$ cat config.mk
export PLATFORM = sky130hd
export DESIGN_NAME = mpt_trip_logic
export DESIGN_NICKNAME = d
export VERILOG_FILES = /design/src/common/mpt_pkg.sv /design/src/hdl/mpt_trip_logic.sv
export SDC_FILE = /design/constraint.sdc
export NUM_CORES = 2
export LEC_CHECK = 0
export ABC_AREA = 1
export BUFFER_PORTS_ARGS = -buffer_cell sky130_fd_sc_hd__buf_2
export CAP_MARGIN = 20
export CORE_MARGIN = 2
export CORE_UTILIZATION = 30
export DETAILED_ROUTE_END_ITERATION = 8
export HOLD_SLACK_MARGIN = 0.03
export PLACE_DENSITY = 0.47
export SKIP_CTS_REPAIR_TIMING = 1
export SLEW_MARGIN = 10
export SYNTH_ARGS = -nofsm -noshare
export SYNTH_HDL_FRONTEND = slang
export SYNTH_SLANG_ARGS = --single-unit
$ cat constraint.sdc
create_clock -name mclk -period 10.6 [get_ports mclk]
set_input_delay 2.12 -clock mclk [delete_from_list [all_inputs] [get_ports mclk]]
set_output_delay 2.12 -clock mclk [all_outputs]
set_load 0.01 [all_outputs]
$ cat src/common/mpt_pkg.sv
package mpt_pkg;
  // Timing base
  localparam int CLK_PERIOD_NS = 10;
  localparam int TICK_NS = 10_000_000;
  localparam int TICK_CYCLES = TICK_NS / CLK_PERIOD_NS;
  localparam int HOUR_CS = 360000;
  localparam int TBS_UNIT_CS = 60;
  // Thresholds and ranges
  localparam int PTC_TRIP_OHMS = 2900;
  localparam int FREQ_VOLT_MIN_PCT = 50;
  localparam int AVAIL_MIN = -9;
  localparam int AVAIL_MAX = 10;
  localparam int SPH_SLOTS = 10;
  localparam int NTIMER = 12;
  localparam int NSPEED = 3;
  localparam int FULL_SPEED_BIT = 2;
  // Function indices for the enable masks
  localparam int FN_REVP = 0;
  localparam int FN_PFQ4 = 1;
  localparam int FN_PFQ3 = 2;
  localparam int FN_UFREQ = 3;
  localparam int FN_OFREQ = 4;
  localparam int FN_DIFF = 5;
  localparam int FN_SPH = 6;
  localparam int FN_SPEED = 7;
  localparam int FN_PTC = 8;
  localparam int FN_DCOM = 9;
  // Configuration bits
  localparam int CFG_SPEED_ANALOG_BIT = 0;
  localparam int CFG_DIFF_EN_BIT = 1;
  localparam int CFG_DCOM_CHK_BIT = 2;
  localparam int CFG_PTC_EN_BIT = 3;
  // Register byte offsets
  localparam logic [7:0] REG_LVL_BASE = 8'h00;
  localparam logic [7:0] REG_DLY_BASE = 8'h40;
  localparam logic [7:0] REG_TRIP_EN = 8'h80;
  localparam logic [7:0] REG_ALARM_EN = 8'h84;
  localparam logic [7:0] REG_CFG = 8'h88;
  localparam logic [7:0] REG_IPTH = 8'h8C;
  localparam logic [7:0] REG_SPH = 8'h90;
  localparam logic [7:0] REG_TBS = 8'h94;
  localparam logic [7:0] REG_SPD_BASE = 8'hA0;
  localparam logic [7:0] REG_TIM_BASE = 8'hB0;
  localparam logic [7:0] REG_STATUS = 8'hC0;
  localparam logic [7:0] REG_DISP = 8'hC4;
  // Reset values
  localparam logic [15:0] LVL_RST = 16'h0000;
  localparam logic [15:0] DLY_RST = 16'h0000;
  localparam logic [15:0] EN_RST = 16'h0000;
  localparam logic [3:0] CFG_RST = 4'h0;
  localparam logic [15:0] IPTH_RST = 16'h000A;
  localparam logic [3:0] SPH_RST = 4'hA;
  localparam logic [15:0] TBS_RST = 16'h0000;
  localparam logic [15:0] SPD_RST = 16'h2710;
  localparam logic [16:0] TIM_RST = 17'h186A0;

  // Front-end measurements, fixed point in hundredths except voltPct (percent) and ptcOhms (ohms)
  typedef struct packed {
    logic signed [15:0] realPower;
    logic signed [15:0] reactivePower;
    logic [7:0] pfAbs;
    logic [15:0] currentRatio;
    logic runMode;
    logic motorCurrent;
    logic [15:0] freq;
    logic [7:0] voltPct;
    logic [15:0] tachSpeed;
    logic [15:0] analogSpeed;
    logic [15:0] diffCurrent;
    logic diffCommOk;
    logic [15:0] ptcOhms;
  } mpt_meas_t;

  // Thermal model status, remaining times
  typedef struct packed {
    logic [15:0] resetTime;
    logic [15:0] tripTime;
    logic [15:0] inhibitTime;
    logic inhibit;
  } mpt_thermal_t;

  typedef struct packed {
    logic [7:0] spare;
    logic ptcAlarm;
    logic dcomTrip;
    logic ptcTrip;
    logic underspeedTrip;
    logic accelTrip;
    logic fullSpeed;
    logic spAlarm;
    logic spTrip;
  } mpt_status_t;

  typedef enum logic [2:0] {DSP_RESET, DSP_TRIP, DSP_INHIB, DSP_SPH_INHIB, DSP_AVAIL} mpt_disp_t;
  typedef enum logic [1:0] {ACC_IDLE, ACC_STAGE, ACC_RUN, ACC_FAIL} mpt_acc_t;
endpackage

$ cat src/hdl/mpt_trip_logic.sv
// Design decisions made here: the plain strobed port and the placing of the registers.
`timescale 1ns/100ps
module mpt_trip_logic import mpt_pkg::*; #(
  parameter int TICK_CYC = TICK_CYCLES
) (
  // Clock and reset
  input wire logic mclk,
  input wire logic rstn,
  // Register port
  input wire logic [7:0] regAddr,
  input wire logic [31:0] regWdata,
  input wire logic regWr,
  input wire logic regRd,
  output logic [31:0] regRdata,
  // Front end and thermal model
  input wire mpt_meas_t meas,
  input wire mpt_thermal_t thermal,
  // Operator panel commands
  input wire logic resetCmd,
  input wire logic emergencyThermalClear,
  // Protection outputs
  output logic tripOutputOne,
  output logic alarmOutputOne,
  output logic startInhibit,
  output mpt_status_t statusWord,
  output mpt_disp_t dispSel,
  output logic [21:0] dispValue
);
  logic [31:0] tickCnt_q;
  logic tick_q;
  logic [15:0] lvl_q [NTIMER];
  logic [15:0] dly_q [NTIMER];
  logic [15:0] cnt_q [NTIMER];
  logic [15:0] tripEn_q, alarmEn_q, ipth_q, tbs_q;
  logic [3:0] cfg_q, sph_q;
  logic [15:0] spd_q [NSPEED];
  logic [16:0] tim_q [NSPEED];
  logic [NTIMER-1:0] cond, hit;
  logic [18:0] age_q [SPH_SLOTS];
  logic [SPH_SLOTS-1:0] valid_q;
  logic [21:0] sinceLast_q, tbsCs, tbsRem, hourRem, sphInhibit;
  logic sinceValid_q, motorPrev_q, startEdge, stopped, sphViol, tbsViol, viol;
  logic [3:0] startCount;
  logic signed [4:0] avail;
  logic spTrip_q, spAlarm_q, accelTrip_q, usTrip_q, fullSpeed_q;
  logic ptcTrip_q, ptcAlarm_q, ptcCond, dcomTrip_q, dcomAlarm_q, dcomLoss;
  mpt_acc_t accState_q;
  logic [1:0] stage_q;
  logic [16:0] accTime_q;
  logic [15:0] speed, revMag;
  logic pfActive, freqOk, emergency_thermal_clear;
  logic [31:0] rdMux;

  assign emergency_thermal_clear = emergencyThermalClear;

  // Ten millisecond timebase for every delay
  always_ff @(posedge mclk or negedge rstn) begin
    if (!rstn) begin
      tickCnt_q <= 32'h00000000;
      tick_q <= 1'b0;
    end else if (tickCnt_q >= 32'(TICK_CYC - 1)) begin
      tickCnt_q <= 32'h00000000;
      tick_q <= 1'b1;
    end else begin
      tickCnt_q <= tickCnt_q + 32'h00000001;
      tick_q <= 1'b0;
    end
  end

  // Settings written by software; emergency clear drops thermistor enable
  always_ff @(posedge mclk or negedge rstn) begin
    if (!rstn) begin
      for (int i = 0; i < NTIMER; i++) begin
        lvl_q[i] <= LVL_RST;
        dly_q[i] <= DLY_RST;
      end
      for (int i = 0; i < NSPEED; i++) begin
        spd_q[i] <= SPD_RST;
        tim_q[i] <= TIM_RST;
      end
      tripEn_q <= EN_RST;
      alarmEn_q <= EN_RST;
      cfg_q <= CFG_RST;
      ipth_q <= IPTH_RST;
      sph_q <= SPH_RST;
      tbs_q <= TBS_RST;
    end else begin
      if (regWr) begin
        if (regAddr[7:6] == REG_LVL_BASE[7:6] && regAddr[5:2] < 4'(NTIMER))
          lvl_q[regAddr[5:2]] <= regWdata[15:0];
        if (regAddr[7:6] == REG_DLY_BASE[7:6] && regAddr[5:2] < 4'(NTIMER))
          dly_q[regAddr[5:2]] <= regWdata[15:0];
        if (regAddr[7:4] == REG_SPD_BASE[7:4] && regAddr[3:2] < 2'(NSPEED))
          spd_q[regAddr[3:2]] <= regWdata[15:0];
        if (regAddr[7:4] == REG_TIM_BASE[7:4] && regAddr[3:2] < 2'(NSPEED))
          tim_q[regAddr[3:2]] <= regWdata[16:0];
        if (regAddr == REG_TRIP_EN) tripEn_q <= regWdata[15:0];
        if (regAddr == REG_ALARM_EN) alarmEn_q <= regWdata[15:0];
        if (regAddr == REG_CFG) cfg_q <= regWdata[3:0];
        if (regAddr == REG_IPTH) ipth_q <= regWdata[15:0];
        if (regAddr == REG_SPH) sph_q <= regWdata[3:0];
        if (regAddr == REG_TBS) tbs_q <= regWdata[15:0];
      end
      if (emergency_thermal_clear) cfg_q[CFG_PTC_EN_BIT] <= 1'b0;
    end
  end

  // Read mux; unmapped offsets read zero
  always_comb begin
    rdMux = 32'h00000000;
    if (regAddr[7:6] == REG_LVL_BASE[7:6] && regAddr[5:2] < 4'(NTIMER))
      rdMux = {16'h0000, lvl_q[regAddr[5:2]]};
    else if (regAddr[7:6] == REG_DLY_BASE[7:6] && regAddr[5:2] < 4'(NTIMER))
      rdMux = {16'h0000, dly_q[regAddr[5:2]]};
    else if (regAddr[7:4] == REG_SPD_BASE[7:4] && regAddr[3:2] < 2'(NSPEED))
      rdMux = {16'h0000, spd_q[regAddr[3:2]]};
    else if (regAddr[7:4] == REG_TIM_BASE[7:4] && regAddr[3:2] < 2'(NSPEED))
      rdMux = {15'h0000, tim_q[regAddr[3:2]]};
    else if (regAddr == REG_TRIP_EN) rdMux = {16'h0000, tripEn_q};
    else if (regAddr == REG_ALARM_EN) rdMux = {16'h0000, alarmEn_q};
    else if (regAddr == REG_CFG) rdMux = {28'h0000000, cfg_q};
    else if (regAddr == REG_IPTH) rdMux = {16'h0000, ipth_q};
    else if (regAddr == REG_SPH) rdMux = {28'h0000000, sph_q};
    else if (regAddr == REG_TBS) rdMux = {16'h0000, tbs_q};
    else if (regAddr == REG_STATUS) rdMux = {16'h0000, statusWord};
    else if (regAddr == REG_DISP) rdMux = {7'h00, dispSel, dispValue};
  end

  // Read data valid in the cycle after the strobe only
  always_ff @(posedge mclk or negedge rstn) begin
    if (!rstn) regRdata <= 32'h00000000;
    else if (regRd) regRdata <= rdMux;
    else regRdata <= 32'h00000000;
  end

  // Level conditions; even index trip level, odd index alarm level
  always_comb begin
    revMag = meas.realPower[15] ? 16'(-meas.realPower) : 16'h0000;
    pfActive = meas.runMode && (meas.currentRatio >= ipth_q);
    freqOk = meas.voltPct >= 8'(FREQ_VOLT_MIN_PCT);
    for (int t = 0; t < 2; t++) begin
      cond[2*FN_REVP+t] = meas.realPower[15] && (revMag > lvl_q[2*FN_REVP+t]);
      cond[2*FN_PFQ4+t] = pfActive && meas.realPower > 16'sh0000 &&
        meas.reactivePower > 16'sh0000 && {8'h00, meas.pfAbs} < lvl_q[2*FN_PFQ4+t];
      cond[2*FN_PFQ3+t] = pfActive && meas.realPower < 16'sh0000 &&
        meas.reactivePower > 16'sh0000 && {8'h00, meas.pfAbs} < lvl_q[2*FN_PFQ3+t];
      cond[2*FN_UFREQ+t] = freqOk && (meas.freq < lvl_q[2*FN_UFREQ+t]);
      cond[2*FN_OFREQ+t] = freqOk && (meas.freq > lvl_q[2*FN_OFREQ+t]);
      cond[2*FN_DIFF+t] = cfg_q[CFG_DIFF_EN_BIT] && (meas.diffCurrent > lvl_q[2*FN_DIFF+t]);
    end
  end

  // One delay timer per level; zero delay acts at once
  for (genvar g = 0; g < NTIMER; g++) begin : gTimer
    always_ff @(posedge mclk or negedge rstn) begin
      if (!rstn) cnt_q[g] <= 16'h0000;
      else if (!cond[g]) cnt_q[g] <= 16'h0000;
      else if (tick_q && cnt_q[g] < dly_q[g]) cnt_q[g] <= cnt_q[g] + 16'h0001;
    end
    assign hit[g] = cond[g] && (cnt_q[g] >= dly_q[g]);
  end

  // Start history: slot 0 newest, slots age out after an hour
  assign startEdge = meas.motorCurrent && !motorPrev_q;
  assign stopped = !meas.motorCurrent;
  always_ff @(posedge mclk or negedge rstn) begin
    if (!rstn) begin
      motorPrev_q <= 1'b0;
      valid_q <= '0;
      for (int i = 0; i < SPH_SLOTS; i++) age_q[i] <= 19'h00000;
    end else begin
      motorPrev_q <= meas.motorCurrent;
      if (emergency_thermal_clear) begin
        valid_q <= '0;
      end else if (startEdge) begin
        for (int i = SPH_SLOTS - 1; i > 0; i--) begin
          age_q[i] <= age_q[i-1];
          valid_q[i] <= valid_q[i-1];
        end
        age_q[0] <= 19'h00000;
        valid_q[0] <= 1'b1;
      end else if (tick_q) begin
        for (int i = 0; i < SPH_SLOTS; i++) begin
          if (age_q[i] >= 19'(HOUR_CS - 1)) valid_q[i] <= 1'b0;
          else age_q[i] <= age_q[i] + 19'h00001;
        end
      end
    end
  end

  // Time since last start, saturating
  always_ff @(posedge mclk or negedge rstn) begin
    if (!rstn) begin
      sinceLast_q <= 22'h000000;
      sinceValid_q <= 1'b0;
    end else if (emergency_thermal_clear) begin
      sinceValid_q <= 1'b0;
    end else if (startEdge) begin
      sinceLast_q <= 22'h000000;
      sinceValid_q <= 1'b1;
    end else if (tick_q && sinceLast_q != 22'h3FFFFF) begin
      sinceLast_q <= sinceLast_q + 22'h000001;
    end
  end

  always_comb begin
    startCount = 4'h0;
    for (int i = 0; i < SPH_SLOTS; i++) startCount = startCount + {3'h0, valid_q[i]};
    tbsCs = 22'(tbs_q) * 22'(TBS_UNIT_CS);
    tbsViol = sinceValid_q && (sinceLast_q < tbsCs);
    sphViol = startCount >= sph_q;
    viol = sphViol || tbsViol;
    avail = $signed({1'b0, sph_q}) - $signed({1'b0, startCount});
    // clamp to shown range; odd settings stay displayable
    if (avail > 5'sh0A) avail = 5'sh0A;
    else if (avail < 5'sh17) avail = 5'sh17;
    tbsRem = tbsViol ? tbsCs - sinceLast_q : 22'h000000;
    hourRem = 22'h000000;
    if (sphViol && sph_q != 4'h0)
      hourRem = 22'(HOUR_CS) - {3'h0, age_q[sph_q - 4'h1]};
    sphInhibit = (hourRem > tbsRem) ? hourRem : tbsRem;
  end

  // Start limit trip and alarm
  always_ff @(posedge mclk or negedge rstn) begin
    if (!rstn) begin
      spTrip_q <= 1'b0;
      spAlarm_q <= 1'b0;
    end else begin
      spAlarm_q <= stopped && viol && alarmEn_q[FN_SPH] && !emergency_thermal_clear;
      if (emergency_thermal_clear) spTrip_q <= 1'b0;
      else if (stopped && viol && tripEn_q[FN_SPH]) spTrip_q <= 1'b1;
      else if (resetCmd) spTrip_q <= 1'b0;
    end
  end

  assign speed = cfg_q[CFG_SPEED_ANALOG_BIT] ? meas.analogSpeed : meas.tachSpeed;

  // Acceleration supervision; cumulative time from the start edge
  always_ff @(posedge mclk or negedge rstn) begin
    if (!rstn) begin
      accState_q <= ACC_IDLE;
      stage_q <= 2'h0;
      accTime_q <= 17'h00000;
    end else begin
      if (tick_q && accTime_q != 17'h1FFFF) accTime_q <= accTime_q + 17'h00001;
      case (accState_q)
        ACC_IDLE: begin
          if (startEdge && tripEn_q[FN_SPEED]) begin
            accState_q <= ACC_STAGE;
            stage_q <= 2'h0;
            accTime_q <= 17'h00000;
          end
        end
        ACC_STAGE: begin
          if (stopped) accState_q <= ACC_IDLE;
          else if (speed >= spd_q[stage_q]) begin
            if (stage_q == 2'(NSPEED - 1)) accState_q <= ACC_RUN;
            else stage_q <= stage_q + 2'h1;
          end else if (accTime_q >= tim_q[stage_q]) accState_q <= ACC_FAIL;
        end
        ACC_RUN: if (stopped) accState_q <= ACC_IDLE;
        ACC_FAIL: if (stopped) accState_q <= ACC_IDLE;
        default: accState_q <= ACC_IDLE;
      endcase
    end
  end

  always_ff @(posedge mclk or negedge rstn) begin
    if (!rstn) begin
      accelTrip_q <= 1'b0;
      usTrip_q <= 1'b0;
      fullSpeed_q <= 1'b0;
    end else begin
      fullSpeed_q <= tripEn_q[FN_SPEED] && (speed > spd_q[NSPEED-1]);
      if (accState_q == ACC_STAGE && !stopped && speed < spd_q[stage_q] &&
          accTime_q >= tim_q[stage_q])
        accelTrip_q <= 1'b1;
      else if (resetCmd) accelTrip_q <= 1'b0;
      if (accState_q == ACC_RUN && !stopped && speed < spd_q[NSPEED-1])
        usTrip_q <= 1'b1;
      else if (resetCmd) usTrip_q <= 1'b0;
    end
  end

  assign dcomLoss = cfg_q[CFG_DIFF_EN_BIT] && cfg_q[CFG_DCOM_CHK_BIT] && !meas.diffCommOk;
  assign ptcCond = cfg_q[CFG_PTC_EN_BIT] && (meas.ptcOhms > 16'(PTC_TRIP_OHMS));
  always_ff @(posedge mclk or negedge rstn) begin
    if (!rstn) begin
      dcomTrip_q <= 1'b0;
      dcomAlarm_q <= 1'b0;
      ptcTrip_q <= 1'b0;
      ptcAlarm_q <= 1'b0;
    end else begin
      dcomTrip_q <= dcomLoss && tripEn_q[FN_DCOM];
      dcomAlarm_q <= dcomLoss && alarmEn_q[FN_DCOM];
      ptcAlarm_q <= ptcCond && alarmEn_q[FN_PTC] && !emergency_thermal_clear;
      if (emergency_thermal_clear) ptcTrip_q <= 1'b0;
      else if (ptcCond && tripEn_q[FN_PTC]) ptcTrip_q <= 1'b1;
      else if (resetCmd) ptcTrip_q <= 1'b0;
    end
  end

  // Output merge; timer results gated by enables
  always_ff @(posedge mclk or negedge rstn) begin
    if (!rstn) begin
      tripOutputOne <= 1'b0;
      alarmOutputOne <= 1'b0;
      startInhibit <= 1'b0;
    end else begin
      tripOutputOne <= |({hit[10], hit[8], hit[6], hit[4], hit[2], hit[0]} & tripEn_q[5:0])
        || spTrip_q || accelTrip_q || usTrip_q || ptcTrip_q || dcomTrip_q;
      alarmOutputOne <= |({hit[11], hit[9], hit[7], hit[5], hit[3], hit[1]} & alarmEn_q[5:0])
        || spAlarm_q || ptcAlarm_q || dcomAlarm_q;
      startInhibit <= spTrip_q || spAlarm_q || thermal.inhibit;
    end
  end

  always_ff @(posedge mclk or negedge rstn) begin
    if (!rstn) begin
      dispSel <= DSP_AVAIL;
      dispValue <= 22'h000000;
    end else if (thermal.resetTime != 16'h0000) begin
      dispSel <= DSP_RESET;
      dispValue <= {6'h00, thermal.resetTime};
    end else if (thermal.tripTime != 16'h0000) begin
      dispSel <= DSP_TRIP;
      dispValue <= {6'h00, thermal.tripTime};
    end else if (thermal.inhibitTime != 16'h0000) begin
      dispSel <= DSP_INHIB;
      dispValue <= {6'h00, thermal.inhibitTime};
    end else if (spTrip_q || spAlarm_q) begin
      dispSel <= DSP_SPH_INHIB;
      dispValue <= sphInhibit;
    end else begin
      dispSel <= DSP_AVAIL;
      dispValue <= {{17{avail[4]}}, avail};
    end
  end

  assign statusWord = '{spare: 8'h00, ptcAlarm: ptcAlarm_q, dcomTrip: dcomTrip_q,
    ptcTrip: ptcTrip_q, underspeedTrip: usTrip_q, accelTrip: accelTrip_q,
    fullSpeed: fullSpeed_q, spAlarm: spAlarm_q, spTrip: spTrip_q};
endmodule

### After elaboration in Yosys (flattened, before gate mapping)

Index checks and enable logic that the tools add are counted.

* register bits after elaboration: 1094

* add/subtract/negate cells: 40
* multipliers: 1
* magnitude comparators: 71
* equal/unequal tests: 46
* mux-type cells: 139
* bitwise operators: 7
* reductions and logical operators: 150

Operator list (number)
* 2-to-1 mux 16 bit: 36
* bitwise mux 192 bit: 2
* 2-to-1 mux 190 bit: 2
* 2-to-1 mux 25 bit: 12
* < comparator 16 bit: 16
* 2-to-1 mux 19 bit: 12
* >= comparator 16 bit: 14
* 2-to-1 mux 22 bit: 9
* adder 16 x 1 -> 16 bit (second input constant): 12
* adder 19 x 1 -> 19 bit (second input constant): 10
* >= comparator 19 bit (second input constant): 10
* 2-to-1 mux 17 bit: 8
* binary-select mux 16 bit (select 4 bit): 2
* > comparator 16 bit: 7
* binary-select mux 19 bit (select 4 bit): 1
* logical AND 1 bit: 71
* binary-select mux 17 bit (select 2 bit): 2
* binary-select mux 16 bit (select 2 bit): 2
* demux 16 bit (select 4 bit): 1
* == test 8 bit (second input constant): 8
* < comparator 8 x 16 -> 1 bit: 4
* 2-to-1 mux 32 bit: 2
* bitwise mux 51 bit: 1
* bitwise mux 48 bit: 1
* other kinds (66): 209

### Logic depth before layout (Yosys ltp)

* depth after elaboration: 18
* mapped depth: 45
* depth with buffers taken out: 44

### Worst setup path after synthesis

OpenSTA, ideal clock, no wires.

* path type: register to register
* start point: register tbs_q[4]
* end point: register dispValue[1]
* arrival time: 6.043 ns
* required time: 10.466 ns
* setup slack: 4.423 ns
* stages on the path, launching flop included: 44
* path buffers: 2
* period minus slack after synthesis: 6.177 ns
* path through: dfrtp_1 > inv_1 > fa_1 > fa_1 > inv_1 > ha_1 > a21oi_1 > nand2_1 > nand2_1 > nand2_1 > a21oi_1 > o21ai_0 > nand2_1 > nand2_1 > a21oi_1 > o21ai_0 > nand3_1 > nand2_1 > (+8 left out) > o211ai_1 > nand2_2 > inv_2 > buf_4 > nand3_1 > ha_1 > nand4_1 > inv_1 > nand3_1 > nor3_1 > nand2_1 > nand2_1 > clkbuf_1 > nand2_1 > inv_1 > o21ai_0 > o21ai_0 > o211ai_1

* word-level cells in the longest chain between the ends: 10
* elaborated cells between the ends (all ways): 11
* classes of those cells: 1 x add/sub; 1 x mul; 2 x order compare; 6 x mux; 1 x reduce/logical

RTL lines
* start, declared: line mpt_trip_logic.sv:34 `logic [15:0] tripEn_q, alarmEn_q, ipth_q, tbs_q;`
* start signal, assigned: line mpt_trip_logic.sv:102 `if (regAddr == REG_TBS) tbs_q <= regWdata[15:0];`
* multiplier 16 x 4 -> 20 bit (*): line mpt_trip_logic.sv:209 `tbsCs = 22'(tbs_q) * 22'(TBS_UNIT_CS);`
* < comparator 22 bit: line mpt_trip_logic.sv:210 `tbsViol = sinceValid_q && (sinceLast_q < tbsCs);`
* logical AND 1 bit: line mpt_trip_logic.sv:210
* 2-to-1 mux 22 bit (*): line mpt_trip_logic.sv:217 `tbsRem = tbsViol ? tbsCs - sinceLast_q : 22'h000000;`
* > comparator 22 bit: line mpt_trip_logic.sv:221 `sphInhibit = (hourRem > tbsRem) ? hourRem : tbsRem;`
* 2-to-1 mux 22 bit (*): line mpt_trip_logic.sv:221
* 2-to-1 mux 22 bit (*): line mpt_trip_logic.sv:332 `end else if (spTrip_q || spAlarm_q) begin`
* 2-to-1 mux 22 bit (*): line mpt_trip_logic.sv:329 `end else if (thermal.inhibitTime != 16'h0000) begin`
* 2-to-1 mux 22 bit (*): line mpt_trip_logic.sv:326 `end else if (thermal.tripTime != 16'h0000) begin`
* 2-to-1 mux 22 bit (*): line mpt_trip_logic.sv:323 `end else if (thermal.resetTime != 16'h0000) begin`
* end signal, assigned: line mpt_trip_logic.sv:325 `dispValue <= {6'h00, thermal.resetTime};`
* end signal, assigned: line mpt_trip_logic.sv:328 `dispValue <= {6'h00, thermal.tripTime};`
* end signal, assigned: line mpt_trip_logic.sv:331 `dispValue <= {6'h00, thermal.inhibitTime};`
* end, declared: line mpt_trip_logic.sv:27 `output logic [21:0] dispValue`

Every way passes the cells marked *; elsewhere a longest branch is shown, timed or not.
A chain may end at the register's enable or synchronous reset.

### Worst setup path after layout

* start point: register tbs_q[3]
* end point: register dispValue[0]

The elaborated chain is that of the path after synthesis.

==> impl_results.md <==
* Status: finished clean
* Max Cap Violations at 0
* VDD IR-drop max at 0.149 mV
* Combinational share of power at 28.9%
* CTS tree: yes
* Largest net degree at the start of global routing at 185
* Slew Limit Fails at 0
* Clock-pin slew on the worst setup and hold paths at 0.06 ns
* Synth unique cells at 73
* Cells after Synth at 9373
* Switch Pwr at 5730 µW
* Hold Path Origin: tickCnt_q[0]$_DFF_PN0_
* CP max stage delay at 0.64 ns
* Async set-or-reset flop fraction in the synthesized netlist at 100%
* FMAX at 116 MHz
* Final setup margin at 1.97 ns
* Congestion Overflow GR at 0
* Die ar. at 0.242 mm²
* Initial antenna violation count at 59
* Area Overhead vs Synth at 13.8%
* Critical path launch point type: register
* Core Rows at 179
* Sequential-to-total area share from yosys stat at 38.2%
* Final nets at 10300
* Post-synth top cells: 1839 x nand2_1, 1185 x inv_1, 1162 x o21ai_0, 1049 x dfrtp_1, 608 x nor2_1
* Core ar. at 0.237 mm²
* Vias in the first global route at 63600
* WP buf/inv at 5
* Post-synth EDFFs at 0
* R2r setup slk at 1.97 ns
* Clock skew at 0.0495 ns
* Clk buf depth at 3
* I/O Pins at 318
* Routed WL per cell at 22.2 µm
* Slowest CP cell: nand2_1
* CP Capture Type: register
* Gpl congestion at 0.949
* Synth area leaders: dfrtp_1 37%, nand2_1 9.7%, ha_1 9.0%
* Place WS at 2.16 ns
* CP Max Fanout at 22
* Setup violations, final at 0
* Routed WL at 284000 µm
* CP most frequent cell: nand2_1
* Crit path DAT at 9.32 ns
* Slew @ Worst Pin at 1.13 ns
* Min-Delay Endpoint: tickCnt_q[0]$_DFF_PN0_
* CP top delay family: simple AND/OR/NAND/NOR gates
* Clock network power share at 34.2%
* Tightest Hold Check Type: register to register
* CTS H-Tree Depth at 4
* Pwr/cell area at 185 mW/mm²
* FF-to-FF Start: tbs_q[3]$_DFFE_PN0P_
* Post-synthesis register bit count at 1087
* Initial core utilization at 30.1%
* TritonCTS Buffers at 143
* Clock Latency Late Sink at 0.82 ns
* Switching Fraction at 38.1%
* Share of the synthesized area in the top cell type at 36.8%
* HPWL Detailed at 211000 µm
* Die H at 492 µm
* Clk root buf: clkbuf_16
* R2R cell count at 41
* DRT iter0 DRCs at 6348
* Levels on crit path at 41
* Port bufs at 286
* Post-Syn Area at 0.0714 mm²
* Minimum clock period at 8.63 ns
* Worst hold stages at 1
* RSZ-0062 raised after global routing: false
* Pleak at 0.0369 µW
* Ys flop type: dfrtp_1
* Setup_tns at 0 ns
* First-pass GRT wire length at 423000 µm
* Die width at 492 µm
* Share of layout cells above drive strength 1 at 8.80%
* WHS at 0.466 ns
* Flop pwr share at 36.8%
* Syn avg cell area at 7.61 µm²
* GRT Resource Usage Total at 23.0%
* Reg-to-Reg End: dispValue[0]$_DFF_PN0_
* Most common cell in the synthesized netlist: nand2_1
* Final count of hold timing violations at 0
* Cell taking the most area after synthesis: dfrtp_1
* # clock sinks at 1087
* Max_slew headroom at 24.5%
* DR pass1 iterations at 8
* Fin crit share at 81.4%
* Post-DRT Antenna Nets at 0
* Critical Path RT at 11.29 ns
* Vias at 67100
* DRC at 0
* Warnings, synthesis at 0
* Drt via density at 5.24
* Critical path class: register to register
* Internal power at 9310 µW
kinds of logic after synthesis:
logic type | count (synthesis) | synth area share (%)
other cells | 1 | 0.00525
xor+xnor | 232 | 2.86
buf+inv | 1647 | 9.01
fa+ha+maj | 550 | 10.0
compound gates | 2316 | 18.3
mux | 16 | 0.251
flops | 1087 | 38.2
simple gates | 3524 | 21.4
final cells by class:
| type | instances | area [µm²] |
|---|---|---|
| fillers | 25200 | 156000 |
| multi-input cells | 6665 | 37900 |
| flip-flops and latches | 1087 | 27300 |
| inverters | 1220 | 4590 |
| clock buffers | 214 | 4350 |
| well taps | 3167 | 3960 |
| repair buffers | 401 | 2500 |
| clock inverters | 45 | 597 |
| diodes | 11 | 27.5 |
metrics by stage:
stage               util (%)  cells  cell area, µm²  power (µW)
floorplan                  -   9399           71500        8290
CTS                     34.2  12800           81100       15100
finish                  34.2  12800           81200       15000
detailed placement      32.1  12500           76100        9890
global route            34.2  12800           81200       16000
global placement        32.1  12500           76000        9810
power groups by stage:
stage	combinational (µW)	sequential, µW	clock [µW]
floorplan	2970	5320	0
global placement	4230	5580	0
detailed placement	4290	5590	0
CTS	4320	5530	5260
global route	4930	5630	5430
finish	4350	5540	5150
sequential cells by signal (all words and copies together), names as in the netlist, 10 cells and up:
name / cells
tripEn_q: 16
tbs_q: 16
alarmEn_q: 16
dly_q: 192
lvl_q: 192
cnt_q: 192
ipth_q: 16
accTime_q: 17
spd_q: 48
tim_q: 51
dispValue: 22
sinceLast_q: 22
valid_q: 10
regRdata: 25
age_q: 190
tickCnt_q: 32
cells in the final DEF (no fill, tap or decap), types with 97 or more instances in the layout:
cell type and count:
nor3_1 226, nand2_1 1836, dfrtp_1 1048, nand4_1 159, o21ai_0 1157, buf_2 285, clkbuf_16 149, nand3_1 469
nor2_1 593, o211ai_1 171, o22ai_1 189, xor2_1 203, ha_1 514, inv_1 1183, buf_4 97, a21oi_1 481
routing by layer:
layer  part of all wire [%]  routed length [µm]  vias to the layer above  GRT usage, %
met1                     46              131000                    32600          32.7
met4                    3.5               10100                       46          7.93
li1                       -                   -                    31900             -
met3                    6.9               19500                      432          4.52
met2                     43              123000                     2084          34.7
met5                   0.10                 294                        -             0
worst max-delay path by stage:
stage | from | to | slack [ns]
2_1_floorplan | tbs_q[4]$_DFFE_PN0P_ | dispValue[1]$_DFF_PN0_ | 4.42
3_3_place_gp | tbs_q[4]$_DFFE_PN0P_ | dispValue[0]$_DFF_PN0_ | 2.11
3_5_place_dp | tbs_q[3]$_DFFE_PN0P_ | dispValue[0]$_DFF_PN0_ | 2.16
4_1_cts | tbs_q[3]$_DFFE_PN0P_ | dispValue[0]$_DFF_PN0_ | 2.14
5_1_grt | tbs_q[2]$_DFFE_PN0P_ | dispValue[0]$_DFF_PN0_ | 1.15
6_report | tbs_q[3]$_DFFE_PN0P_ | dispValue[0]$_DFF_PN0_ | 1.97
(Power assumes the default switching activity.)
